### src/verilog/asbl_pkg.sv
// package for the async sram byte-lane host controller
package asbl_pkg;
	localparam int unsigned CLK_PERIOD_PS = 4000;
	localparam int unsigned ADDR_W = 17;
	localparam int unsigned DATA_W = 16;
	localparam int unsigned BYTE_W = 8;
	// timing figures in picoseconds
	localparam int unsigned WRITE_CYCLE_MIN_PS = 10000;
	localparam int unsigned WRITE_PULSE_MIN_PS = 7000;
	localparam int unsigned WRITE_DATA_SETUP_PS = 5000;
	localparam int unsigned WRITE_LOW_FLOAT_DELAY_PS = 5000;
	localparam int unsigned READ_CYCLE_MIN_PS = 10000;
	localparam int unsigned ADDRESS_ACCESS_DELAY_PS = 10000;
	localparam int unsigned OE_FLOAT_DELAY_PS = 5000;
	// least times round up
	localparam int unsigned WR_PULSE_CYC =
		(WRITE_PULSE_MIN_PS + WRITE_LOW_FLOAT_DELAY_PS + CLK_PERIOD_PS - 1) / CLK_PERIOD_PS;
	localparam int unsigned WR_CYCLE_CYC =
		(WRITE_CYCLE_MIN_PS + CLK_PERIOD_PS - 1) / CLK_PERIOD_PS;
	localparam int unsigned RD_ACCESS_CYC =
		(ADDRESS_ACCESS_DELAY_PS + CLK_PERIOD_PS - 1) / CLK_PERIOD_PS;
	localparam int unsigned TURN_CYC =
		(OE_FLOAT_DELAY_PS + CLK_PERIOD_PS - 1) / CLK_PERIOD_PS;
	localparam int unsigned CNT_W = 4;
	localparam logic [CNT_W-1:0] CNT_ZERO = 4'h0;
	localparam logic [CNT_W-1:0] CNT_ONE = 4'h1;
	localparam logic [1:0] LANES_OFF = 2'h0;

	typedef struct packed {
		logic write;
		logic [1:0] lanes;
		logic [ADDR_W-1:0] addr;
		logic [DATA_W-1:0] wdata;
	} asbl_req_t;

	typedef struct packed {
		logic chip_sel_n;
		logic out_en_n;
		logic write_en_n;
		logic low_byte_lane_enable_n;
		logic high_byte_lane_enable_n;
	} asbl_ctl_t;

	localparam asbl_ctl_t CTL_IDLE = '{1'b1, 1'b1, 1'b1, 1'b1, 1'b1};

	typedef enum logic [2:0] {ST_IDLE, ST_RD, ST_WR_SETUP, ST_WR, ST_WR_END, ST_GAP} asbl_state_t;
endpackage

### src/verilog/asbl_ctrl.sv
// host controller driving an asynchronous 16-bit byte-lane sram
`timescale 1ns/100ps
`default_nettype none
module asbl_ctrl
	import asbl_pkg::*;
(
	input wire logic SYS_CLK_IN,
	input wire logic ARST_N_IN,
	input wire logic REQ_VALID_IN,
	input wire asbl_req_t REQ_IN,
	output logic REQ_READY_OUT,
	output logic RSP_VALID_OUT,
	output logic [DATA_W-1:0] RSP_DATA_OUT,
	output asbl_ctl_t MEM_CTL_OUT,
	output logic [ADDR_W-1:0] MEM_ADDR_OUT,
	input wire logic [DATA_W-1:0] MEM_DQ_IN,
	output logic [DATA_W-1:0] MEM_DQ_OUT,
	output logic [1:0] MEM_DQ_OE_OUT
);
	// --------------------------------------------------
	// state and registers
	// --------------------------------------------------
	asbl_state_t state_ff, nxt_state;
	logic [CNT_W-1:0] cnt_ff, nxt_cnt;
	asbl_ctl_t ctl_ff, nxt_ctl;
	logic [ADDR_W-1:0] addr_ff, nxt_addr;
	logic [DATA_W-1:0] wdata_ff, nxt_wdata;
	logic [1:0] oe_ff, nxt_oe;
	logic [1:0] lanes_ff, nxt_lanes;
	logic ready_ff, nxt_ready;
	logic rsp_valid_ff, nxt_rsp_valid;
	logic [DATA_W-1:0] rsp_data_ff, nxt_rsp_data;
	logic [DATA_W-1:0] dq_s1_ff, dq_s2_ff;

	wire take = REQ_VALID_IN && ready_ff && (REQ_IN.lanes != LANES_OFF);
	wire cnt_done = (cnt_ff == CNT_ZERO);
	wire [CNT_W-1:0] cnt_dec = cnt_ff - CNT_ONE;

	// lane-select data mask, reads return zero on unused lanes
	function automatic logic [DATA_W-1:0] lane_mask(input logic [1:0] lanes);
		lane_mask = {{BYTE_W{lanes[1]}}, {BYTE_W{lanes[0]}}};
	endfunction

	// --------------------------------------------------
	// next state
	// --------------------------------------------------
	always_comb begin
		nxt_state = state_ff;
		nxt_cnt = cnt_done ? cnt_ff : cnt_dec;
		nxt_ctl = ctl_ff;
		nxt_addr = addr_ff;
		nxt_wdata = wdata_ff;
		nxt_oe = oe_ff;
		nxt_lanes = lanes_ff;
		nxt_ready = ready_ff;
		nxt_rsp_valid = 1'b0;
		nxt_rsp_data = rsp_data_ff;
		unique case (state_ff)
			ST_IDLE: begin
				if (take) begin
					nxt_ready = 1'b0;
					nxt_addr = REQ_IN.addr;
					nxt_wdata = REQ_IN.wdata;
					nxt_lanes = REQ_IN.lanes;
					nxt_ctl.chip_sel_n = 1'b0;
					nxt_ctl.low_byte_lane_enable_n = ~REQ_IN.lanes[0];
					nxt_ctl.high_byte_lane_enable_n = ~REQ_IN.lanes[1];
					if (REQ_IN.write) begin
						// address settles one cycle before write enable
						nxt_state = ST_WR_SETUP;
					end else begin
						nxt_ctl.out_en_n = 1'b0;
						nxt_cnt = CNT_W'(RD_ACCESS_CYC + 1);
						nxt_state = ST_RD;
					end
				end
			end
			ST_RD: begin
				// extra cycle covers the two-stage input sync
				if (cnt_done) begin
					nxt_rsp_valid = 1'b1;
					nxt_rsp_data = dq_s2_ff & lane_mask(lanes_ff);
					nxt_ctl = CTL_IDLE;
					nxt_cnt = CNT_W'(TURN_CYC);
					nxt_state = ST_GAP;
				end
			end
			ST_WR_SETUP: begin
				nxt_ctl.write_en_n = 1'b0;
				nxt_oe = lanes_ff;
				nxt_cnt = CNT_W'(WR_PULSE_CYC - 1);
				nxt_state = ST_WR;
			end
			ST_WR: begin
				// pulse spans minimum pulse width plus float delay
				if (cnt_done) begin
					nxt_ctl.write_en_n = 1'b1;
					nxt_state = ST_WR_END;
				end
			end
			ST_WR_END: begin
				// data and address held past the terminating edge
				nxt_oe = LANES_OFF;
				nxt_ctl = CTL_IDLE;
				nxt_cnt = CNT_W'(TURN_CYC);
				nxt_state = ST_GAP;
			end
			ST_GAP: begin
				if (cnt_done) begin
					nxt_ready = 1'b1;
					nxt_state = ST_IDLE;
				end
			end
			default: begin
				nxt_ctl = CTL_IDLE;
				nxt_oe = LANES_OFF;
				nxt_ready = 1'b1;
				nxt_state = ST_IDLE;
			end
		endcase
	end

	// --------------------------------------------------
	// registers
	// --------------------------------------------------
	always_ff @(posedge SYS_CLK_IN or negedge ARST_N_IN) begin
		if (!ARST_N_IN) begin
			state_ff <= ST_IDLE;
			cnt_ff <= CNT_ZERO;
			ctl_ff <= CTL_IDLE;
			addr_ff <= '0;
			wdata_ff <= '0;
			oe_ff <= LANES_OFF;
			lanes_ff <= LANES_OFF;
			ready_ff <= 1'b1;
			rsp_valid_ff <= 1'b0;
			rsp_data_ff <= '0;
			dq_s1_ff <= '0;
			dq_s2_ff <= '0;
		end else begin
			state_ff <= nxt_state;
			cnt_ff <= nxt_cnt;
			ctl_ff <= nxt_ctl;
			addr_ff <= nxt_addr;
			wdata_ff <= nxt_wdata;
			oe_ff <= nxt_oe;
			lanes_ff <= nxt_lanes;
			ready_ff <= nxt_ready;
			rsp_valid_ff <= nxt_rsp_valid;
			rsp_data_ff <= nxt_rsp_data;
			dq_s1_ff <= MEM_DQ_IN;
			dq_s2_ff <= dq_s1_ff;
		end
	end

	assign REQ_READY_OUT = ready_ff;
	assign RSP_VALID_OUT = rsp_valid_ff;
	assign RSP_DATA_OUT = rsp_data_ff;
	assign MEM_CTL_OUT = ctl_ff;
	assign MEM_ADDR_OUT = addr_ff;
	assign MEM_DQ_OUT = wdata_ff;
	assign MEM_DQ_OE_OUT = oe_ff;
endmodule
`default_nettype wire

### config.mk
export PLATFORM = sky130hd
export DESIGN_NAME = asbl_ctrl
export DESIGN_NICKNAME = d
export VERILOG_FILES = /design/src/verilog/asbl_pkg.sv /design/src/verilog/asbl_ctrl.sv
export SDC_FILE = /design/constraint.sdc
export NUM_CORES = 1
export LEC_CHECK = 0
export ABC_CLOCK_PERIOD_IN_PS = 3500
export BUFFER_PORTS_ARGS = -buffer_cell sky130_fd_sc_hd__buf_4
export CAP_MARGIN = 20
export CELL_PAD_IN_SITES_DETAIL_PLACEMENT = 0
export CELL_PAD_IN_SITES_GLOBAL_PLACEMENT = 1
export CORE_MARGIN = 2
export CORE_UTILIZATION = 43
export CTS_BUF_LIST = sky130_fd_sc_hd__clkbuf_4 sky130_fd_sc_hd__clkbuf_8 sky130_fd_sc_hd__clkbuf_16
export CTS_CLUSTER_DIAMETER = 30
export DETAILED_ROUTE_END_ITERATION = 8
export HOLD_SLACK_MARGIN = 0.05
export PLACE_DENSITY = 0.9
export RECOVER_POWER = 100
export SYNTH_ARGS = -nofsm -noshare
export SYNTH_HDL_FRONTEND = slang
export SYNTH_SLANG_ARGS = --single-unit
export TNS_END_PERCENT = 50
### constraint.sdc
create_clock -name SYS_CLK_IN -period 3.5 [get_ports SYS_CLK_IN]
set_input_delay 0 -clock SYS_CLK_IN [delete_from_list [all_inputs] [get_ports SYS_CLK_IN]]
set_output_delay 0 -clock SYS_CLK_IN [all_outputs]
set_load 0.01 [all_outputs]
# Word level (Yosys, flattened, before mapping)
# Cells that the tools add are included.
# Widths: inputs -> output; s select.
dict set report totals {
  reg_bits 99
  wordCells 74
  latch_bits 0
  romBits 0
  out_inout_bits 58
  n_memories 0
  inputBits 55
  mem_bits_rw 0
}
dict set report op_classes {
  n_lt_le_gt_ge 0
  shifts 0
  div 0
  add_sub_neg 1
  muxes 24
  n_bitwise 6
  mul 0
  n_eq_ne 10
  reduce_logical 17
}
# cell count
set ops {}
lappend ops {{$pmux 3 s6} 1}
lappend ops {{$and 16x16->16} 1}
lappend ops {{$mux 4} 4}
lappend ops {{$mux 3} 4}
lappend ops {{$pmux 2 s3} 2}
lappend ops {{$pmux 4 s3} 1}
lappend ops {{$ne 2x2->1 const B} 5}
lappend ops {{$reduce_and 3->1} 3}
lappend ops {{$reduce_and 4->1} 2}
lappend ops {{$reduce_or 4->1} 2}
lappend ops {{$eq 3x2->1 const B} 2}
lappend ops {{$eq 3x3->1 const B} 2}
lappend ops {{$mux 2} 3}
lappend ops {{$mux 1} 5}
lappend ops {{$mux 5} 1}
lappend ops {{$not 1->1} 5}
lappend ops {{$logic_not 4->1} 1}
lappend ops {{$pmux 1 s4} 1}
lappend ops {{$pmux 2 s2} 1}
lappend ops {{$reduce_and 2->1} 2}
lappend ops {{$reduce_or 2->1} 2}
lappend ops {{$sub 4x1->4 const B} 1}
lappend ops {{$eq 3x1->1 const B} 1}
lappend ops {{$logic_not 3->1} 1}
lappend ops {{4 further kinds} 5}

# Logic depth before layout (Yosys ltp)
# Gate-level depths: netlist of the first run.
dict set report logic_depth {
  word_depth 5
  mapped_depth 9
  depth_no_buf 8
}

# Worst setup path after synthesis of the first run
# Ideal clock, no wire load.
dict set report synth_path {
  kind {register -> register}
  start {register cnt_ff[0]}
  end {register cnt_ff[0]}
  synth_period_minus_slack_ps 1989
  t_required_ps 3374
  path_buffers 1
  stages_incl_launch_ff 10
  t_arrival_ps 1863
  setup_slack_ps 1511
  setup_time_ps 126
  cell_sequence {dfrtp_1 > inv_1 > ha_1 > nor3b_2 > inv_1 > clkbuf_1 > ha_1 > inv_1 > and3_1 > a221o_1}
}
dict set report synth_via {
  elab_chain_cells 5
  elab_cells_between_ends 7
  classes_between {1 x add/sub; 5 x mux; 1 x reduce/logical}
}
# element line_no
set synth_rtl {}
lappend synth_rtl {{start: declaration} asbl_ctrl.sv:24} ;# logic [CNT_W-1:0] cnt_ff, nxt_cnt;
lappend synth_rtl {{start signal: assignment} asbl_ctrl.sv:142} ;# cnt_ff <= nxt_cnt;
lappend synth_rtl {{$sub 4x1->4 or $logic_not 4->1 (tied branches)} {asbl_ctrl.sv:37, asbl_ctrl.sv:36}}
lappend synth_rtl {{$mux 4} asbl_ctrl.sv:49} ;# nxt_cnt = cnt_done ? cnt_ff : cnt_dec;
lappend synth_rtl {{$mux 4} asbl_ctrl.sv:68} ;# if (REQ_IN.write) begin
lappend synth_rtl {{$mux 4} asbl_ctrl.sv:60} ;# if (take) begin
lappend synth_rtl {{$pmux 4 s3 *} asbl_ctrl.sv:58} ;# unique case (state_ff)
lappend synth_rtl {{via nxt_cnt[0]} asbl_ctrl.sv:24}
# The timed path passes the listed nets; every way through them passes the cells marked *.
# A chain may end at the register's enable or synchronous reset.

# Final worst setup path of the first run
dict set report layout_path {
  start {register cnt_ff[0]}
  end {register ctl_ff, in the netlist MEM_CTL_OUT[0]}
}
dict set report layout_via {
  elab_chain_cells 3
}
# element line_no
set layout_rtl {}
lappend layout_rtl {{$logic_not 4->1} asbl_ctrl.sv:36} ;# wire cnt_done = (cnt_ff == CNT_ZERO);
lappend layout_rtl {{$ne 2x2->1 (no line)} --}
lappend layout_rtl {{$reduce_and 3->1 (no line)} --}
lappend layout_rtl {{end signal: assignment} asbl_ctrl.sv:143} ;# ctl_ff <= nxt_ctl;
lappend layout_rtl {{end: declaration} asbl_ctrl.sv:25} ;# asbl_ctl_t ctl_ff, nxt_ctl;
# No other way between the ends.

==> out/metrics.csv, run 1 <==
metric,value,unit
run status,"finished, violations left",
failing checks,"capacitance limit, slew limit",
crit-path max FO,21,
"Top FF cell, synth",dfrtp_1,
Die H,96.4,um
clock skew,0.0153,ns
CTS buffer count,9,
most frequent cell after synthesis,dfrtp_1,
initial DRC count,118,
ys async rst share,1.00,
NumNets Final,486,
sequential fraction of the synthesis area,0.677,
Place WS,1.19,ns
via count,2612,
via/cell ratio,4.85,
Worst path slowest cell,or2_1,
area of the core,8260,sq um
setup TNS,0,ns
Post-synth top cells,"dfrtp_1, mux2_2, nand2_1",
Synth area leaders,"dfrtp_1, mux2_2, dfstp_2, o21ai_0, o21ai_1",
R2R Path Start,cnt_ff[0]$_DFF_PN0_,
# setup viols final,0,
final setup margin,0.805,ns
vias in the first global route,2717,
syn nets,323,
WL/cell,14.8,um
CP most frequent cell,inv_1,
max-capacitance violation count,1,
area grow syn2layout,38.2,%
Cells after Synth,266,
CTS root buffer,clkbuf_8,
multi-input logic area,1050,sq um
critical-path cell list,inv_1 -> ha_1 -> nor3b_1 -> inv_1 -> or2_1 -> a32oi_1,
boundary pin count,113,
top cell type's share of synthesized area,0.634,
crit-path leading delay family,simple AND/OR/NAND/NOR gates,
Sink Count,99,
total wire length,7.97,mm
min-delay src,REQ_VALID_IN,
Max-Slew Margin vs Limit,-0.0605,
layout filler cell count,692,
Max H-tree Level,3,
largest net degree at the start of global routing,69,
Storage cell area,2480,sq um
unrepaired setup endpoints after global routing,no,
"setup slack, reg-to-reg",0.80,ns
Starting Density,0.445,
Peak VDD IR,0.000412,V
Post-DP HPWL,5.12,mm
r2r endpoint,MEM_CTL_OUT[0]$_DFFE_PN1P_,
# DRC,0,
Crit path buffers/inverters,2,
synthesized area,3670,sq um
Max Freq,0.371,GHz
clk slew on worst S/H paths,0.10,ns
Final Max Slew Viols,69,
Critical Path RT,3.75,ns
hold depth,4,
RePlAce Congestion,0.770,
WS Path Type,flip-flop to flip-flop,
PortBufs,112,
die area,9300,sq um
iteration count of the initial detailed-routing pass,4,
worst-margin pin slew,1.59,ns
clk_lat worst skew,0.35,ns
Tmin final,2.70,ns
Synth Register Bits,99,
P per Cell Area,699,nW/um^2
initial antenna violation count,0,
number of inserted diodes,0,
syn avg cell area,13.8,sq um
CTS tree,done,
# rows,33,
overall die width,96.4,um
clock buffer depth,2,
Post-DRT Antenna Nets,0,
Reg2Reg Depth,6,
critical path data arrival time,2.95,ns
startpoint types,flip-flop,
Leak,2.30,nW
grt ovf,0,
fin crit share,0.770,
Synth area leader,dfrtp_1,
Hold EP,state_ff[1]$_DFFE_PN0P_,
Netlist cell types,45,
ratio of cells with drive above 1 in the final layout,0.267,
Synth Warn #,0,
Fin. Hold Viols,0,
Worst setup EP type,flip-flop,
Hold Crit Class,input pin to flip-flop,
Global Route Usage Sum,0.188,
CP max stage delay,0.62,ns
global-route wire length before repair,13.1,mm
number of enable flip-flop cells after synthesis,0,
[layout make-up]
| class | instances | share of cell area |
|---|---|---|
| Clock inverter | 7 | 0.0170 |
| Sequential cell | 99 | 0.490 |
| Clock buffer | 9 | 0.0244 |
| Inverter | 8 | 0.00592 |
| Tap cell | 105 | 0.0259 |
| Timing Repair Buffer | 167 | 0.231 |
| Multi-Input combinational cell | 144 | 0.206 |
[worst max path at each step]
stage | start | end | slack [ns] | cells past startpoint
floorplan | cnt_ff[0]$_DFF_PN0_ | cnt_ff[0]$_DFF_PN0_ | 1.51 | 9
CTS | cnt_ff[0]$_DFF_PN0_ | cnt_ff[0]$_DFF_PN0_ | 1.16 | 8
detailed placement | cnt_ff[0]$_DFF_PN0_ | cnt_ff[0]$_DFF_PN0_ | 1.19 | 8
global route | cnt_ff[0]$_DFF_PN0_ | RSP_DATA_OUT[12]$_DFFE_PN0P_ | 0.60 | 6
global placement | cnt_ff[0]$_DFF_PN0_ | cnt_ff[0]$_DFF_PN0_ | 1.28 | 8
finish | cnt_ff[0]$_DFF_PN0_ | MEM_CTL_OUT[0]$_DFFE_PN1P_ | 0.80 | 6
[tightest hold or removal path, stage by stage]
cell,delay [ns]
buf_4,0.11
o211a_1,0.13
a21oi_1,0.14
o31ai_1,0.07
[logic make-up after synthesis]
| logic type | synth area share |
|---|---|
| AO/OA/AOI/OAI | 0.102 |
| adder cells (fa/ha/maj) | 0.00681 |
| buffers and inverters | 0.0351 |
| flip-flops | 0.677 |
| multiplexers | 0.116 |
| AND/OR/NAND/NOR | 0.0641 |
[metrics by stage]
stage               instances  cell area (sq um)  total power (W)  hold WS (ns)   util
finish                    539               5070          0.00355         0.137  0.615
global route              539               5070          0.00381         0.140  0.615
floorplan                 266               3670          0.00240        -0.296      -
CTS                       539               5300          0.00382         0.123  0.642
detailed placement        470               4560          0.00302         0.111  0.552
global placement          470               4560          0.00298         0.110  0.552
[where the power goes]
group	leakage [nW]	switching (W)	internal, W
Sequential	1.22	0.000250	0.00148
Combinational	0.978	0.000586	0.000488
Clock	0.0952	0.000401	0.000341
Total	2.30	0.00124	0.00231
[what timing repair did]
item | 4_1_cts | 5_1_grt
setup endpoints to repair | 0 | 0
resized for setup | 0 | 0
buffers inserted | 0 | 0
hold buffers | 53 | 0
endpoints found under the hold margin | 118 | 0
[layer usage]
metal  global-route usage  wire (um)  part of all wire  vias to the layer above
li1                     -          -                 -                     1249
met1                0.244       3270              0.41                     1263
met2                0.307       4030              0.51                       92
met3               0.0628        578             0.072                        8
met4               0.0493         89             0.011                        0
met5                    0          0                 0                        -
[registers in the layout, summed over array words and instances, names as in the netlist]
signal,flops
dq_s1_ff,16
REQ_READY_OUT,1
dq_s2_ff,16
lanes_ff,2
cnt_ff,4
state_ff,3
RSP_VALID_OUT,1
MEM_CTL_OUT,5
MEM_DQ_OE_OUT,2
MEM_DQ_OUT,16
RSP_DATA_OUT,16
MEM_ADDR_OUT,17
[placed cells by master, fill, tap and decap left out, drive strengths merged, types with 2 or more instances in the layout]
| cell | instances |
|---|---|
| nand2b | 2 |
| o211ai | 2 |
| a32o | 2 |
| dfrtp | 93 |
| nand2 | 20 |
| mux2 | 35 |
| a31oi | 2 |
| nor2 | 7 |
| dfstp | 6 |
| or2 | 3 |
| mux2i | 3 |
| dlygate4sd3 | 53 |
| ha | 2 |
| clkbuf | 83 |
| clkinvlp | 3 |
| nor3 | 5 |
| a22oi | 2 |
| inv | 10 |
| a32oi | 2 |
| buf | 40 |
| a21oi | 6 |
| o21ai | 35 |
No activity file was read; power rests on OpenSTA's default activity.
==> run 2, diff against run 1 <==
ABC_CLOCK_PERIOD_IN_PS = 2400   (was 3500)
CORE_UTILIZATION = 36   (was 43)
PLACE_DENSITY = 0.81   (was 0.9)
clock period = 2.4 ns   (was 3.5 ns; I/O delays follow)
==> run 2 against run 1 <==
The run now ends clean. Global-route usage is 2.8 points lower. Maximum frequency rose by 32%. Combinational power up 57%. Highest routed layer unchanged.
==> out/metrics.csv, run 2 (synthesis gave the netlist of run 1 again) <==
metric,value,unit,change
total wire length,8.36,mm,was 7.97 mm
Non-Filler Instances,572,,was 539
run status,completed,,"was finished, violations left"
crit-path leading delay family,flip-flops,,was simple AND/OR/NAND/NOR gates
Final Util,0.527,,was 0.615
r2r endpoint,MEM_ADDR_OUT[11]$_DFFE_PN0P_,,was MEM_CTL_OUT[0]$_DFFE_PN1P_
# setup viols final,0,,unchanged
vias in the first global route,2859,,"was 2,717"
overall die width,105,um,was 96.4 um
Post-DP HPWL,5.52,mm,was 5.12 mm
via/cell ratio,4.66,,was 4.85
Max-Slew Margin vs Limit,0.329,,was -0.0605
Most Crowded Layer GR,met2,,unchanged
"commonest non-fill, non-tap cells in the layout","dfrtp_1, clkbuf_1, dlygate4sd3_1, buf_4, o21ai_0",,unchanged
"Setup Fix Bufs, Post-CTS",0,,unchanged
total power,0.00531,W,was 0.00355 W
Peak VDD IR,0.000540,V,was 0.000412 V
Hold EP,state_ff[1]$_DFFE_PN0P_,,unchanged
Tmin final,2.04,ns,was 2.70 ns
met2 Track Usage GR,0.264,,was 0.307
critical path data arrival time,2.28,ns,was 2.95 ns
# rows,36,,was 33
Worst path slowest cell,dfstp_1,,was or2_1
Critical Path RT,2.64,ns,was 3.75 ns
WS Path Type,flip-flop to flip-flop,,unchanged
Max H-tree Level,3,,unchanged
Worst setup EP type,flip-flop,,unchanged
CP max stage delay,0.63,ns,was 0.62 ns
CTS buffer count,9,,unchanged
ratio of cells with drive above 1 in the final layout,0.276,,was 0.267
fin crit share,0.849,,was 0.770
clock skew,0.00671,ns,was 0.0153 ns
number of inserted diodes,0,,unchanged
max FFs per register,17,,unchanged
Sink Count,99,,unchanged
clk slew on worst S/H paths,0.09,ns,was 0.10 ns
Reg2Reg Depth,4,,was 6
worst-margin pin slew,1.01,ns,was 1.59 ns
setup TNS,0,ns,unchanged
hold depth,4,,unchanged
initial DRC count,86,,was 118
critical-path cell list,o211ai_1 -> nor2_4 -> clkbuf_4 -> mux2_2,,was inv_1 -> ha_1 -> nor3b_1 -> inv_1 -> or2_1 -> a32oi_1
Crit path buffers/inverters,1,,was 2
RePlAce Congestion,0.851,,was 0.770
GR Util met1,0.192,,was 0.244
global-route wire length before repair,13.9,mm,was 13.1 mm
area grow syn2layout,40.8,%,was 38.2%
boundary pin count,113,,unchanged
unrepaired setup endpoints after global routing,no,,unchanged
area of the core,9820,sq um,was 8260 sq um
# DRC,0,,unchanged
Hold Crit Class,input pin to flip-flop,,unchanged
Die H,105,um,was 96.4 um
CTS tree,done,,unchanged
PortBufs,112,,unchanged
crit-path max FO,26,,was 21
die area,11000,sq um,was 9300 sq um
max-capacitance violation count,0,,was 1
Global Route Usage Sum,0.160,,was 0.188
P per Cell Area,1030,nW/um^2,was 699 nW/um^2
clock buffer depth,2,,unchanged
startpoint types,flip-flop,,unchanged
Final Max Slew Viols,0,,was 69
DP Cell Count,504,,was 470
via count,2663,,"was 2,612"
initial antenna violation count,0,,unchanged
Max Freq,0.491,GHz,was 0.371 GHz
iteration count of the initial detailed-routing pass,4,,unchanged
min-delay src,REQ_VALID_IN,,unchanged
"most common cell after layout, fill and taps aside",dfrtp_1,,unchanged
"setup slack, reg-to-reg",0.36,ns,was 0.80 ns
WL/cell,14.6,um,was 14.8 um
CTS root buffer,clkbuf_8,,unchanged
R2R Path Start,REQ_READY_OUT$_DFFE_PN1P_,,was cnt_ff[0]$_DFF_PN0_
largest net degree at the start of global routing,59,,was 69
grt ovf,0,,unchanged
GR Util met3,0.0455,,was 0.0628
Fin. Hold Viols,0,,unchanged
Final Cell Area,5170,sq um,was 5070 sq um
Post-DRT Antenna Nets,0,,unchanged
Leak,2.34,nW,was 2.30 nW
Starting Density,0.374,,was 0.445
NumNets Final,492,,was 486
Area after DPL,4670,sq um,was 4560 sq um
clk_lat worst skew,0.35,ns,about the same
[run 2: cell types whose count changed in the layout (fill, tap and decap cells not counted), moves of 2 or more]
cell,previous run,this run
buf_4,40,47
dfstp_1,3,6
inv_6,2,0
dfstp_2,3,0
clkbuf_2,3,1
clkbuf_4,16,19
[run 2: how the worst max path moves through the flow]
stage | startpoint | endpoint | cells past startpoint
finish | REQ_READY_OUT$_DFFE_PN1P_ | MEM_ADDR_OUT[11]$_DFFE_PN0P_ | 4
floorplan | cnt_ff[0]$_DFF_PN0_ | cnt_ff[0]$_DFF_PN0_ | 9
global route | REQ_READY_OUT$_DFFE_PN1P_ | MEM_ADDR_OUT[3]$_DFFE_PN0P_ | 4
detailed placement | cnt_ff[0]$_DFF_PN0_ | MEM_CTL_OUT[0]$_DFFE_PN1P_ | 7
CTS | cnt_ff[0]$_DFF_PN0_ | MEM_CTL_OUT[0]$_DFFE_PN1P_ | 7
global placement | cnt_ff[0]$_DFF_PN0_ | MEM_CTL_OUT[0]$_DFFE_PN1P_ | 7
[run 2: worst min-delay path: stages]
cell and delay, ns:
buf_4 0.12, o211a_1 0.14, a21oi_1 0.16, o31ai_1 0.07
[run 2: what timing repair did]
item | 4_1_cts | 5_1_grt
endpoints found under the hold margin | 99 | 0
hold buffers | 53 | 0
resized for setup | 0 | 0
[run 2: metrics by stage]
stage                     setup slack (ns)  hold slack, ns
after floorplan                      0.411          -0.296
after global placement               0.487          0.0149
after detailed placement             0.381          0.0233
after CTS                            0.348           0.159
after global routing                 0.206           0.186
final                                0.363           0.180
[run 2: final cells by class]
class / instances / area [sq um]
Fill cell: 932 / 4650
Clock inverter: 4 / 75.1
Clock buffer: 11 / 145
Sequential cell: 99 / 2480
Multi-Input combinational cell: 144 / 1040
Inverter: 8 / 30.0
Timing Repair Buffer: 173 / 1230
Tap cell: 133 / 166
[run 2: metal layers]
metal  vias to the layer above  part of all wire
met2                        91              0.51
met5                         -                 0
li1                       1261                 -
met1                      1297              0.41
met3                        14             0.060
met4                         0             0.019
[run 2: power breakdown]
group	internal [W]	leakage, nW	switching (W)	total, W
sequential	0.00216	1.22	0.000312	0.00247
combinational	0.000764	1.01	0.000915	0.00168
clock	0.000622	0.105	0.000538	0.00116
total	0.00354	2.34	0.00177	0.00531
